==> config.mk <==
export PLATFORM = sky130hd
export DESIGN_NAME = mia_arbiter
export DESIGN_NICKNAME = d
export VERILOG_FILES = /design/src/inc/mia_pkg.sv /design/src/mia_arbiter.sv
export SDC_FILE = /design/constraint.sdc
export NUM_CORES = 1
export LEC_CHECK = 0
export BUFFER_PORTS_ARGS = -buffer_cell sky130_fd_sc_hd__buf_2
export CAP_MARGIN = 25
export CORE_MARGIN = 2
export CORE_UTILIZATION = 54
export CTS_BUF_LIST = sky130_fd_sc_hd__clkbuf_8
export DETAILED_ROUTE_END_ITERATION = 16
export PLACE_DENSITY = 0.88
export SETUP_SLACK_MARGIN = 0.2
export SLEW_MARGIN = 25
export SYNTH_ARGS = -nofsm -noshare
export SYNTH_HDL_FRONTEND = slang
export SYNTH_SLANG_ARGS = --single-unit
==> constraint.sdc <==
create_clock -name clk -period 28.8 [get_ports clk]
set_input_delay 4.32 -clock clk [delete_from_list [all_inputs] [get_ports clk]]
set_output_delay 4.32 -clock clk [all_outputs]
set_load 0.05 [all_outputs]
==> src/inc/mia_pkg.sv <==
// constants, level codes and source grouping of the interrupt arbiter
// assumes one system clock and request lines held high until cleared

package mia_pkg;

  localparam int NUM_SRC = 27;
  localparam int NUM_VEC = 10;

  // first source line of each vector; last entry closes the table
  localparam int VEC_FIRST [0:NUM_VEC] =
    '{0, 1, 2, 5, 9, 11, 14, 17, 20, 23, 27};

  // source lines that the standby logic watches
  localparam int SRC_BASE_TMR_A = 7;
  localparam int SRC_BASE_TMR_B = 8;
  localparam int SRC_PORT_ZERO  = 23;

  // external pins able to end hold: 0, 1, 2, 4, 5
  localparam logic [5:0] EXT_WAKE_MASK = 6'h37;

  // level codes
  localparam logic [1:0] LVL_NONE = 2'h0;
  localparam logic [1:0] LVL_LOW  = 2'h1;
  localparam logic [1:0] LVL_HIGH = 2'h2;
  localparam logic [1:0] LVL_TOP  = 2'h3;

  // vectors whose upper choice is the highest level
  localparam int NUM_TOP_VEC = 2;

  localparam logic [16:0] VEC_BASE = 17'h00003;
  localparam logic [16:0] VEC_STEP = 17'h00008;

  typedef enum logic [1:0] {
    MIA_RUN,
    MIA_HALT,
    MIA_HOLD,
    MIA_XHOLD
  } mia_state_e;

endpackage

==> src/mia_arbiter.sv <==
// three-level vectored interrupt arbiter with standby wake-up
// assumes requests are synchronous levels and the core pulses
// core_ack when it takes a vector and core_ret when it returns

`timescale 1ns/10ps
`default_nettype none

module mia_arbiter #(
  parameter int NUM_SRC = mia_pkg::NUM_SRC,
  parameter int NUM_VEC = mia_pkg::NUM_VEC
) (
  input  wire logic               clk,
  input  wire logic               sys_rst,
  input  wire logic [NUM_SRC-1:0] src_req,
  input  wire logic [NUM_VEC-1:0] vec_lvl_sel,
  input  wire logic               core_ack,
  input  wire logic               core_ret,
  input  wire logic               halt_cmd,
  input  wire logic               hold_cmd,
  input  wire logic               xhold_cmd,
  input  wire logic               rst_pin_n,
  input  wire logic [5:0]         ext_pin,
  input  wire logic [5:0]         ext_wake_lvl,
  output var  logic               irq_req,
  output var  logic [3:0]         irq_vec,
  output var  logic [16:0]        irq_addr,
  output var  logic [1:0]         irq_lvl,
  output var  logic [1:0]         svc_lvl,
  output var  logic               halted,
  output var  logic               periph_stop,
  output var  logic               base_tmr_run,
  output var  logic               wake
);

  if (NUM_SRC != mia_pkg::NUM_SRC || NUM_VEC != mia_pkg::NUM_VEC)
  begin : g_chk
    $error("source and vector counts are fixed by the grouping table");
  end

  // ***************************************************************
  // functions
  // ***************************************************************

  function automatic logic [NUM_VEC-1:0] vec_pend(
    input logic [NUM_SRC-1:0] r
  );
    logic [NUM_VEC-1:0] p;
    p = '0;
    for (int v = 0; v < NUM_VEC; v++)
    begin
      for (int s = mia_pkg::VEC_FIRST[v];
           s < mia_pkg::VEC_FIRST[v+1]; s++)
      begin
        p[v] = p[v] | r[s];
      end
    end
    return p;
  endfunction

  function automatic logic [1:0] lvl_of(
    input int   v,
    input logic sel
  );
    logic [1:0] l;
    l = mia_pkg::LVL_LOW;
    if (sel && v < mia_pkg::NUM_TOP_VEC)
    begin
      l = mia_pkg::LVL_TOP;
    end
    else if (sel)
    begin
      l = mia_pkg::LVL_HIGH;
    end
    return l;
  endfunction

  function automatic logic [1:0] top_lvl(
    input logic [2:0] stk
  );
    logic [1:0] l;
    l = mia_pkg::LVL_NONE;
    if (stk[2])
    begin
      l = mia_pkg::LVL_TOP;
    end
    else if (stk[1])
    begin
      l = mia_pkg::LVL_HIGH;
    end
    else if (stk[0])
    begin
      l = mia_pkg::LVL_LOW;
    end
    return l;
  endfunction

  function automatic logic [16:0] addr_of(
    input logic [3:0] v
  );
    return mia_pkg::VEC_BASE + 17'(v) * mia_pkg::VEC_STEP;
  endfunction

  // ***************************************************************
  // in-service levels
  // ***************************************************************

  logic [2:0] stk_q;
  logic [2:0] stk_d;
  logic [1:0] svc_q;
  logic [1:0] svc_d;
  logic       irq_req_q;
  logic [1:0] irq_lvl_q;

  always_comb
  begin
    stk_d = stk_q;
    if (core_ret)
    begin
      case (top_lvl(stk_q))
        mia_pkg::LVL_TOP:  stk_d[2] = 1'b0;
        mia_pkg::LVL_HIGH: stk_d[1] = 1'b0;
        mia_pkg::LVL_LOW:  stk_d[0] = 1'b0;
        default:           stk_d = stk_q;
      endcase
    end
    if (core_ack && irq_req_q && irq_lvl_q != mia_pkg::LVL_NONE)
    begin
      stk_d[irq_lvl_q - 2'h1] = 1'b1;
    end
    svc_d = top_lvl(stk_d);
  end

  always_ff @(posedge clk)
  begin
    if (sys_rst)
    begin
      stk_q <= 3'h0;
      svc_q <= mia_pkg::LVL_NONE;
    end
    else
    begin
      stk_q <= stk_d;
      svc_q <= svc_d;
    end
  end

  // ***************************************************************
  // arbitration
  // ***************************************************************

  logic [NUM_VEC-1:0] pend;
  logic               win_any;
  logic [3:0]         win_vec;
  logic [1:0]         win_lvl;
  logic               irq_req_d;
  logic [3:0]         irq_vec_q;
  logic [3:0]         irq_vec_d;
  logic [16:0]        irq_addr_q;
  logic [16:0]        irq_addr_d;
  logic [1:0]         irq_lvl_d;

  always_comb
  begin
    pend    = vec_pend(src_req);
    win_any = 1'b0;
    win_vec = 4'h0;
    win_lvl = mia_pkg::LVL_NONE;
    // descending walk, so ties land on the smaller address
    for (int v = NUM_VEC - 1; v >= 0; v--)
    begin
      if (pend[v] && lvl_of(v, vec_lvl_sel[v]) > svc_d
          && lvl_of(v, vec_lvl_sel[v]) >= win_lvl)
      begin
        win_any = 1'b1;
        win_vec = 4'(v);
        win_lvl = lvl_of(v, vec_lvl_sel[v]);
      end
    end
    irq_req_d  = win_any;
    irq_vec_d  = win_vec;
    irq_addr_d = addr_of(win_vec);
    irq_lvl_d  = win_lvl;
  end

  always_ff @(posedge clk)
  begin
    if (sys_rst)
    begin
      irq_req_q  <= 1'b0;
      irq_vec_q  <= 4'h0;
      irq_addr_q <= mia_pkg::VEC_BASE;
      irq_lvl_q  <= mia_pkg::LVL_NONE;
    end
    else
    begin
      irq_req_q  <= irq_req_d;
      irq_vec_q  <= irq_vec_d;
      irq_addr_q <= irq_addr_d;
      irq_lvl_q  <= irq_lvl_d;
    end
  end

  // ***************************************************************
  // standby
  // ***************************************************************

  mia_pkg::mia_state_e st_q;
  mia_pkg::mia_state_e st_d;
  logic                pin_wake;
  logic                wake_q;
  logic                wake_d;
  logic                halted_q;
  logic                halted_d;
  logic                pstop_q;
  logic                pstop_d;
  logic                btmr_q;
  logic                btmr_d;

  always_comb
  begin
    pin_wake = !rst_pin_n || src_req[mia_pkg::SRC_PORT_ZERO]
      || |(~(ext_pin ^ ext_wake_lvl) & mia_pkg::EXT_WAKE_MASK);
    st_d   = st_q;
    wake_d = 1'b0;
    case (st_q)
      mia_pkg::MIA_RUN:
      begin
        if (hold_cmd)
        begin
          st_d = mia_pkg::MIA_HOLD;
        end
        else if (xhold_cmd)
        begin
          st_d = mia_pkg::MIA_XHOLD;
        end
        else if (halt_cmd)
        begin
          st_d = mia_pkg::MIA_HALT;
        end
      end
      mia_pkg::MIA_HALT:
      begin
        wake_d = win_any;
      end
      mia_pkg::MIA_HOLD:
      begin
        wake_d = pin_wake;
      end
      mia_pkg::MIA_XHOLD:
      begin
        wake_d = pin_wake
          || src_req[mia_pkg::SRC_BASE_TMR_A]
          || src_req[mia_pkg::SRC_BASE_TMR_B];
      end
      default:
      begin
        st_d = mia_pkg::MIA_RUN;
      end
    endcase
    if (wake_d)
    begin
      st_d = mia_pkg::MIA_RUN;
    end
    halted_d = st_d != mia_pkg::MIA_RUN;
    pstop_d  = st_d == mia_pkg::MIA_HOLD || st_d == mia_pkg::MIA_XHOLD;
    btmr_d   = st_d != mia_pkg::MIA_HOLD;
  end

  always_ff @(posedge clk)
  begin
    if (sys_rst)
    begin
      st_q     <= mia_pkg::MIA_RUN;
      wake_q   <= 1'b0;
      halted_q <= 1'b0;
      pstop_q  <= 1'b0;
      btmr_q   <= 1'b1;
    end
    else
    begin
      st_q     <= st_d;
      wake_q   <= wake_d;
      halted_q <= halted_d;
      pstop_q  <= pstop_d;
      btmr_q   <= btmr_d;
    end
  end

  // ***************************************************************
  // outputs
  // ***************************************************************

  assign irq_req      = irq_req_q;
  assign irq_vec      = irq_vec_q;
  assign irq_addr     = irq_addr_q;
  assign irq_lvl      = irq_lvl_q;
  assign svc_lvl      = svc_q;
  assign halted       = halted_q;
  assign periph_stop  = pstop_q;
  assign base_tmr_run = btmr_q;
  assign wake         = wake_q;

  // ***************************************************************
  // checks
  // ***************************************************************

  a_grant_above_svc: assert property (
    @(posedge clk) disable iff (sys_rst)
    irq_req_q |-> irq_lvl_q > svc_q)
    else $error("grant not above level in service");

  a_ack_pushes: assert property (
    @(posedge clk) disable iff (sys_rst)
    core_ack && irq_req_q && !core_ret |=> svc_q == $past(irq_lvl_q))
    else $error("taken level not in service");

  a_vec_addr: assert property (
    @(posedge clk) disable iff (sys_rst)
    irq_req_q |-> irq_addr_q == 17'h3 + {irq_vec_q, 3'h0})
    else $error("vector address wrong");

  a_lvl_choice: assert property (
    @(posedge clk) disable iff (sys_rst)
    irq_req_q |-> irq_lvl_q == ((($past(vec_lvl_sel) & (10'h001 << irq_vec_q))
      == 10'h000) ? 2'h1 : (irq_vec_q < 4'h2 ? 2'h3 : 2'h2)))
    else $error("level does not match its selection");

  a_src_pending: assert property (
    @(posedge clk) disable iff (sys_rst)
    irq_req_q |-> ($past(pend) & (10'h001 << irq_vec_q)) != 10'h000)
    else $error("granted vector had no source");

  a_tie_smaller: assert property (
    @(posedge clk) disable iff (sys_rst)
    irq_req_q && irq_vec_q != 4'h0 && irq_lvl_q == 2'h1
      |-> ($past(pend) & ((10'h1 << irq_vec_q) - 10'h1)) == 10'h0
      || $past(svc_d) != 2'h0)
    else $error("smaller address of equal level skipped");

  a_halt_wake: assert property (
    @(posedge clk) disable iff (sys_rst)
    st_q == mia_pkg::MIA_HALT && win_any |=> !halted ##0 wake)
    else $error("halt not ended by interrupt");

  a_hold_wake: assert property (
    @(posedge clk) disable iff (sys_rst)
    st_q == mia_pkg::MIA_HOLD && !rst_pin_n |=> !periph_stop)
    else $error("hold not ended by reset pin");

  a_xhold_tmr: assert property (
    @(posedge clk) disable iff (sys_rst)
    st_q == mia_pkg::MIA_XHOLD |-> base_tmr_run)
    else $error("base timer stopped in crystal hold");

  a_pend_kept: assert property (
    @(posedge clk) disable iff (sys_rst)
    !irq_req_q && pend[0] && vec_lvl_sel[0] && svc_d == 2'h0
      |=> irq_req_q && irq_vec_q == 4'h0)
    else $error("pending request not granted when free");

endmodule

`default_nettype wire

==> impl_metrics.ini, run 1 <==
[run_status]
status = finished, final reports clean

[clock_tree]
numCtsBuffers = 3
cts_buffer_depth = 2
clockRootBuffer = clkbuf_8
clk_pin_slew_ns = 0.06
cts_resized = 0
clock_latency_ns = 0.25
cts.sinks = 18
cts_tree = yes
cts_hold_buffers = 0
ctsHtreeMaxLevel = 1
postCtsSetupBuffers = 0

[logic_synthesis]
synth_fa_ha_area_frac = 0.179
yosysMostFrequentCell = ha_1
async_flop_share = 0
synth-xor-area-share = 0.0209
yosys_warnings = 0
synth-compound-area-share = 0.292
yosysTopAreaCell = ha_1
synth_area_leaders = ha_1, dfxtp_1, buf_4, nand2b_1, a21oi_1
syn_area_um2 = 2090
synth_cells = 253
synth_top_family_by_area = compound AO/OA/AOI/OAI gates
yosys.area_share.simple = 0.252
synth.distinct_cells = 56
netlist.area_leader.share = 0.179
ys.flop_type = dfxtp_1
yosys_register_bits = 18
synth_area_per_cell_um2 = 8.27
synthMuxAreaShare = 0.00478
yosysSeqAreaShare = 0.172
synth_commonest_cells = ha_1, nor2_1, dfxtp_1
synth-edff-count = 0

[drt]
drt-wirelength-per-cell_um = 12.4
drt_drc_violations_left = 0
dr_total_vias = 2094
drt-total-wl_um = 4580
firstDrtPassIters = 4
viasPerCell = 5.66
drt_iter0_drc = 107
drtAntennaViolNets = 0

[setup_path]
critPathMaxStageDelay_ns = 0.60
cp-start-kind = primary input
reg2reg_depth = 49
r2r_slack_ns = 17.96
crit_path_end_kind = flip-flop
cp_num_cells = 50
reg2reg_from = stk_q[1]$_SDFF_PP0_
crit_family = compound AO/OA/AOI/OAI gates
path_class = in2reg
cp_common_cell = ha_1
crit_arrival_ns = 14.80
cp.required_ns = 28.94
slowest_stage = a2111oi_4
cp_num_buf_inv = 2
r2r_end = halted$_SDFF_PP0_
path_max_fanout = 9

[die]
chipHeight_um = 66.3
boundaryPins = 87
coreArea_um2 = 3690
floorplan.rows = 22
die_w_um = 66.3
dieArea_um2 = 4390
initial_core_util = 0.568

[place]
dp_hpwl_um = 3750
globalplace.congestion = 0.887
io_buffers = 71
placed_cell_area_um2 = 2430

[power_and_ir_drop]
clkPwrFrac = 0.094
irDropWorstVdd_mv = 0.0588
p_leak_nw = 1.17
cell_internal_pwr_mw = 0.101
pwr-share-comb = 0.746
power_density_nw_per_um2 = 86.3
p_sw_frac = 0.527
p_sw_mw = 0.113
seq_power_share = 0.160

[grt]
antenna_found_initial = 0
grt_overflow = 0
grt_pass1_wl_um = 7380
grt_pass1_vias = 1774
grt_usage = 0.211
grt_max_degree = 15

[final_layout]
fin_area_um2 = 2480
diodes = 0
layout-drive-gt1-share = 0.286
area_growth_pct = 18.5
fillers = 320
fin_nets = 410

[timing]
hold_viol = 0
fmax_mhz = 68.2
period_needed_ns = 14.66
period_share = 0.509
skew_ns = 0.00133
maxSlewHeadroom = 0.536
rsz0062_at_grt = no
setup_violations = 0
drv_slew = 0
tightest_slew_ns = 0.688
setup_tns_ns = 0

[hold_path]
whs_path_depth = 2
hp-class = reg2reg
min_to = stk_q[2]$_SDFF_PP0_
holdCritStartpoint = stk_q[2]$_SDFF_PP0_

[run]
maxCapViolCount = 0
-- cell usage in the layout, fill, tap and decap left out, types with 7 or more instances in the layout --
cell      synthesis  layout
buf_2             0      71
ha_1             30      30
nor2_1           21      21
dfxtp_1          18      18
nand2b_1         17      17
a21oi_1          17      17
nand2_1          17      17
conb_1            2      13
nor2b_1          10      10
o21ai_0          10      10
or3_1             7       7
inv_1             7       7
-- power groups by stage --
stage | registers, mW | logic [mW] | clock network [mW]
floorplan | 0.0509 | 0.113 | 0
global placement | 0.0344 | 0.152 | 0
detailed placement | 0.0345 | 0.158 | 0
CTS | 0.0341 | 0.159 | 0.0202
global route | 0.0347 | 0.177 | 0.0212
finish | 0.0343 | 0.160 | 0.0200
-- registers in the layout, summed over array words and instances (netlist names) --
signal,cells
irq_lvl,2
wake,1
base_tmr_run,1
irq_req,1
halted,1
svc_lvl,2
periph_stop,1
irq_vec,4
st_q,2
stk_q,3
-- metrics by stage --
stage | cells | setup WS, ns | total power, mW | hold WS, ns | utilization
after floorplan | 264 | 15.27 | 0.164 | 0.481 | -
after global placement | 366 | 14.22 | 0.187 | 0.506 | 0.658
after detailed placement | 366 | 14.02 | 0.193 | 0.513 | 0.658
after CTS | 370 | 14.20 | 0.214 | 0.525 | 0.673
after global routing | 370 | 13.16 | 0.233 | 0.583 | 0.673
final | 370 | 14.14 | 0.214 | 0.532 | 0.673
-- cells by family (layout without fill, tap and decap cells) --
kind of cell    Yosys count  count (layout)
compound gates           74              74
xor+xnor                  5               5
fa+ha+maj                30              30
buf+inv                  25              83
flops                    18              18
mux                       1               1
other cells               2              13
simple gates             98              98
-- layer usage --
metal  track usage  share of wire  vias to the layer above
li1              -              -                     1054
met1         0.240           0.43                      951
met2         0.398           0.49                       83
met3        0.0273          0.069                        6
met4        0.0714          0.013                        0
met5             0              0                        -
-- worst max-delay path by stage --
| stage | to | from | slack (ns) |
|---|---|---|---|
| after floorplan | halted$_SDFF_PP0_ | core_ret | 15.27 |
| after global placement | halted$_SDFF_PP0_ | core_ret | 14.22 |
| after detailed placement | halted$_SDFF_PP0_ | core_ret | 14.02 |
| after CTS | halted$_SDFF_PP0_ | core_ret | 14.20 |
| after global routing | halted$_SDFF_PP0_ | core_ret | 13.16 |
| final | halted$_SDFF_PP0_ | core_ret | 14.14 |
-- worst register-to-register path: cells and delay by family (launching register included) --
| kind | cells | cell delay, ns |
|---|---|---|
| AOI/OAI and AO/OA | 21 | 4.40 |
| and+or+nand+nor | 19 | 3.54 |
| adders and majority gates | 8 | 2.18 |
| DFF | 1 | 0.33 |
| buffers and inverters | 1 | 0.29 |
-- cell type report --
cell class / count / area (um2) / area share
multi-input combinational: 221 / 1620 / 0.652
timing repair buffer: 72 / 363 / 0.146
sequential: 18 / 360 / 0.145
tap: 48 / 60.1 / 0.0242
clock buffer: 4 / 55.1 / 0.0222
inverter: 7 / 26.3 / 0.0106
Power figures use the tool's default switching activity.
==> run 2, diff against run 1 <==
CORE_UTILIZATION = 50   (was 54)
PLACE_DENSITY = 0.83   (was 0.88)
clock period = 14 ns   (was 28.8 ns; I/O delays follow)
==> run 2 against run 1 <==
Non-clock buffer count did not move. Setup slack got worse by 12 ns. Power up 100%. Clock-buffer cell count stayed put. Combinational power grew 100%. Die area increased by 7.5%. Wire length fell by 4.7%. Utilization shrank 5.6 points. Critical path type unchanged. Critical endpoint unchanged. Highest routed layer unchanged.
==> impl_metrics.ini, run 2 (synthesis results as in run 1) <==
[clock_tree]
cts_buffer_depth = 2
cts_tree = yes
cts.sinks = 18
clockRootBuffer = clkbuf_8
clk_pin_slew_ns = 0.06
ctsHtreeMaxLevel = 1
postCtsSetupBuffers = 0
clock_latency_ns = 0.25
cts_hold_buffers = 0
numCtsBuffers = 3
cts_resized = 0

[hold_path]
hp-class = reg2reg

[grt]
grt_pass1_vias = 1723
grt_max_degree = 15
grt_pass1_wl_um = 7150
antenna_found_initial = 0
grt_overflow = 0
grt_usage = 0.191

[timing]
maxSlewHeadroom = 0.541
drv_slew = 0
tightest_slew_ns = 0.679
setup_tns_ns = 0
period_share = 0.877
rsz0062_at_grt = no
skew_ns = 0.00173
fmax_mhz = 81.5
hold_viol = 0
setup_ws_ns = 1.73
setup_violations = 0
period_needed_ns = 12.27

[die]
die_w_um = 68.7
floorplan.rows = 23
boundaryPins = 87
dieArea_um2 = 4720
initial_core_util = 0.520
chipHeight_um = 68.7
coreArea_um2 = 4030

[drt]
firstDrtPassIters = 4
drt-wirelength-per-cell_um = 11.7
viasPerCell = 5.40
drt_iter0_drc = 106
drtAntennaViolNets = 0
drt-total-wl_um = 4370
dr_total_vias = 2008
drt_drc_violations_left = 0

[final_layout]
diodes = 0
area_growth_pct = 18.6
layout-drive-gt1-share = 0.286
largest_register_ffs = 4
multi_input_area_um2 = 1620
fillers = 358
seq_area_um2 = 360
final_cell_mix = buf_2, ha_1, nor2_1
layout_commonest_cell = buf_2
fin_nets = 410

[setup_path]
critPathMaxStageDelay_ns = 0.57
cp_common_cell = ha_1
cp-start-kind = primary input
path_max_fanout = 9
crit_arrival_ns = 12.42
crit_path_end_kind = flip-flop
path_class = in2reg
cp.required_ns = 14.15
slowest_stage = a2111oi_4

[place]
io_buffers = 71
globalplace.congestion = 0.774
dp_hpwl_um = 3600
dp_slack_ns = 1.49

[power_and_ir_drop]
power_density_nw_per_um2 = 175
p_leak_nw = 1.17
irDropWorstVdd_mv = 0.0829

[run]
maxCapViolCount = 0

[run_status]
status = finished, final reports clean
run 2: cell counts in the layout (fill, tap and decap cells not counted):
No cell type changed its count.
run 2: path summary, 6_finish.rpt:
check	start	to	slack (ns)	cells after the start
setup / recovery	core_ret	halted$_SDFF_PP0_	1.73	50
hold / removal	stk_q[2]$_SDFF_PP0_	stk_q[2]$_SDFF_PP0_	0.52	2
setup reg to reg	stk_q[1]$_SDFF_PP0_	halted$_SDFF_PP0_	3.33	49
hold reg to reg	stk_q[2]$_SDFF_PP0_	stk_q[2]$_SDFF_PP0_	0.52	2
run 2: worst max-delay path: cells and delay by family:
| family | cells | cell delay [ns] |
|---|---|---|
| fa+ha+maj | 8 | 2.17 |
| buf+inv | 2 | 0.38 |
| compound gates | 21 | 4.25 |
| simple gates | 19 | 3.46 |
run 2: cell type report:
class / count / share of cell area
flip-flops and latches: 18 / 0.145
multi-input cells: 221 / 0.651
clock buffers: 4 / 0.0222
well taps: 50 / 0.0252
inverters: 7 / 0.0106
repair buffers: 72 / 0.146
run 2: power by group:
| group | switching (mW) | internal [mW] |
|---|---|---|
| registers | 0.00710 | 0.0629 |
| clock network | 0.0155 | 0.0249 |
| logic | 0.204 | 0.119 |
run 2: per-stage QoR:
| stage | hold WS [ns] | instance area (um2) | power (mW) | utilization | instances |
|---|---|---|---|---|---|
| after CTS | 0.523 | 2480 | 0.436 | 0.616 | 372 |
| final | 0.523 | 2480 | 0.433 | 0.616 | 372 |
| after global placement | 0.506 | 2430 | 0.385 | 0.603 | 368 |
| after detailed placement | 0.512 | 2430 | 0.393 | 0.603 | 368 |
| after global routing | 0.552 | 2480 | 0.479 | 0.616 | 372 |
| after floorplan | 0.481 | 2130 | 0.338 | - | 264 |
run 2: metal layers:
| metal | GRT usage | share of wire | wire (um) |
|---|---|---|---|
| met4 | 0.0343 | 0.0046 | 20 |
| met3 | 0.0227 | 0.062 | 269 |
| met5 | 0 | 0 | 0 |
| met2 | 0.344 | 0.47 | 2060 |
| met1 | 0.246 | 0.46 | 2030 |
==> run 3, diff against run 2 <==
ABC_AREA = 1   (was unset)
==> run 3 against run 2 <==
Sequential cell count did not move. Largest power group unchanged. Utilization fell by 0.30 points. Clock skew rose by 0.0036 ns. Critical endpoint unchanged. Die area fell by 2.9%.
==> impl_metrics.ini, run 3 <==
[run_status]
status = finished, final reports clean

[grt]
antenna_found_initial = 0
grt_pass1_vias = 1660
grt_usage = 0.175
grt_pass1_wl_um = 6450
grt_max_degree = 12
grt_overflow = 0

[logic_synthesis]
synth_area_leaders = ha_1, dfxtp_1, inv_1, nand2_1, buf_4
yosys_register_bits = 18
synth_commonest_cells = inv_1, nand2_1, ha_1, nor2_1, dfxtp_1
yosysTopAreaCell = ha_1
yosys_warnings = 0
synth_cells = 299
yosysSeqAreaShare = 0.178
netlist.area_leader.share = 0.185
async_flop_share = 0
synth_area_per_cell_um2 = 6.78
synth.distinct_cells = 36
ys.flop_type = dfxtp_1
syn_area_um2 = 2030
synth-edff-count = 0

[final_layout]
largest_register_ffs = 4
area_growth_pct = 19.2
layout-drive-gt1-share = 0.302
fin_nets = 456
layout_commonest_cell = buf_2
final_core_util = 0.613
diodes = 0
final_cell_mix = buf_2, nand2_1, inv_1

[die]
die_w_um = 67.7
initial_core_util = 0.514
coreArea_um2 = 3940
dieArea_um2 = 4580
floorplan.rows = 23
boundaryPins = 87
chipHeight_um = 67.7

[timing]
hold_viol = 0
period_needed_ns = 10.92
rsz0062_at_grt = no
maxSlewHeadroom = 0.636
period_share = 0.780
skew_ns = 0.00530
setup_ws_ns = 3.08
drv_slew = 0
setup_tns_ns = 0
fmax_mhz = 91.6
tightest_slew_ns = 0.539
setup_violations = 0

[hold_path]
hp-class = reg2reg

[drt]
dr_total_vias = 2021
drt-total-wl_um = 4210
drtAntennaViolNets = 0
viasPerCell = 4.83
drt-wirelength-per-cell_um = 10.1
drt_iter0_drc = 66
firstDrtPassIters = 4
drt_drc_violations_left = 0

[power_and_ir_drop]
p_sw_frac = 0.566
pwr-share-comb = 0.794
irDropWorstVdd_mv = 0.140
cell_internal_pwr_mw = 0.231
clkPwrFrac = 0.076
p_sw_mw = 0.301
seq_power_share = 0.130
power_density_nw_per_um2 = 220
p_leak_nw = 1.40

[setup_path]
crit_path_end_kind = flip-flop
slowest_stage = or2_2
cp.required_ns = 14.19
cp_common_cell = nand2_1
crit_arrival_ns = 11.11
path_max_fanout = 10
cp-start-kind = primary input
path_class = in2reg
critPathMaxStageDelay_ns = 0.30

[place]
dp_hpwl_um = 3590
dp_slack_ns = 2.94
io_buffers = 71
globalplace.congestion = 0.873

[run]
maxCapViolCount = 0

[clock_tree]
cts_resized = 0
clockRootBuffer = clkbuf_8
clock_latency_ns = 0.24
cts.sinks = 18
ctsHtreeMaxLevel = 1
cts_buffer_depth = 2
postCtsSetupBuffers = 0
cts_hold_buffers = 0
cts_tree = yes
numCtsBuffers = 3
clk_pin_slew_ns = 0.07
run 3: cell count changes in the layout (fill, tap and decap cells not counted), moves of 5 or more:
cell	before	now
inv_1	7	52
nand2_1	17	52
nand2b_1	17	0
nand3_1	5	17
nor2b_1	10	0
nand2_2	0	8
a21oi_2	1	7
nor3_1	6	0
nand3_2	0	5
nor2_1	21	26
o211ai_1	6	1
or3_1	7	2
run 3: critical path, delay by kind of cell:
| kind | cells | cell delay [ns] |
|---|---|---|
| simple gates | 37 | 4.05 |
| fa+ha+maj | 8 | 2.13 |
| compound gates | 11 | 1.82 |
| buf+inv | 12 | 0.98 |
run 3: cell families after synthesis:
family,after synthesis,share of synthesized area
DFF,18,0.178
xor gates and xnor gates,2,0.00864
adders and majority gates,30,0.185
buffers and inverters,74,0.168
other,2,0.00370
AOI/OAI and AO/OA,48,0.152
and+or+nand+nor,125,0.305
run 3: final cells by class:
type	count	area [um2]
sequential	18	360
timing repair buffer	72	363
inverter	56	210
tap	50	62.6
fill	361	1520
multi-input combinational	218	1370
clock buffer	4	55.1
run 3: final timing paths:
kind / slack (ns) / end / start / cells past startpoint
setup / recovery: 3.08 / halted$_SDFF_PP0_ / core_ack / 68
hold / removal: 0.48 / base_tmr_run$_SDFF_PP1_ / st_q[0]$_SDFF_PP0_ / 2
setup reg to reg: 4.64 / halted$_SDFF_PP0_ / irq_lvl[1]$_SDFF_PP0_ / 67
hold reg to reg: 0.48 / base_tmr_run$_SDFF_PP1_ / st_q[0]$_SDFF_PP0_ / 2
run 3: metrics by stage:
step	instance area [um2]	power (mW)	hold WS (ns)	cells
after detailed placement	2360	0.490	0.456	414
after floorplan	2070	0.417	0.428	310
after CTS	2420	0.534	0.471	418
final	2420	0.532	0.479	418
after global placement	2360	0.475	0.463	414
after global routing	2420	0.596	0.509	418
run 3: layer usage:
layer | vias up | GRT usage | part of all wire
li1 | 1077 | - | -
met1 | 885 | 0.215 | 0.45
met2 | 57 | 0.331 | 0.50
met3 | 2 | 0.0100 | 0.052
met4 | 0 | 0.0357 | 0.00071
met5 | - | 0 | 0
run 3: power groups by stage:
stage                     Sequential [mW]  Clock (mW)  Combinational (mW)
after detailed placement           0.0701           0               0.420
after floorplan                     0.103           0               0.314
after global placement             0.0699           0               0.405
final                              0.0692      0.0404               0.422
after global routing               0.0700      0.0425               0.484
after CTS                          0.0690      0.0409               0.424
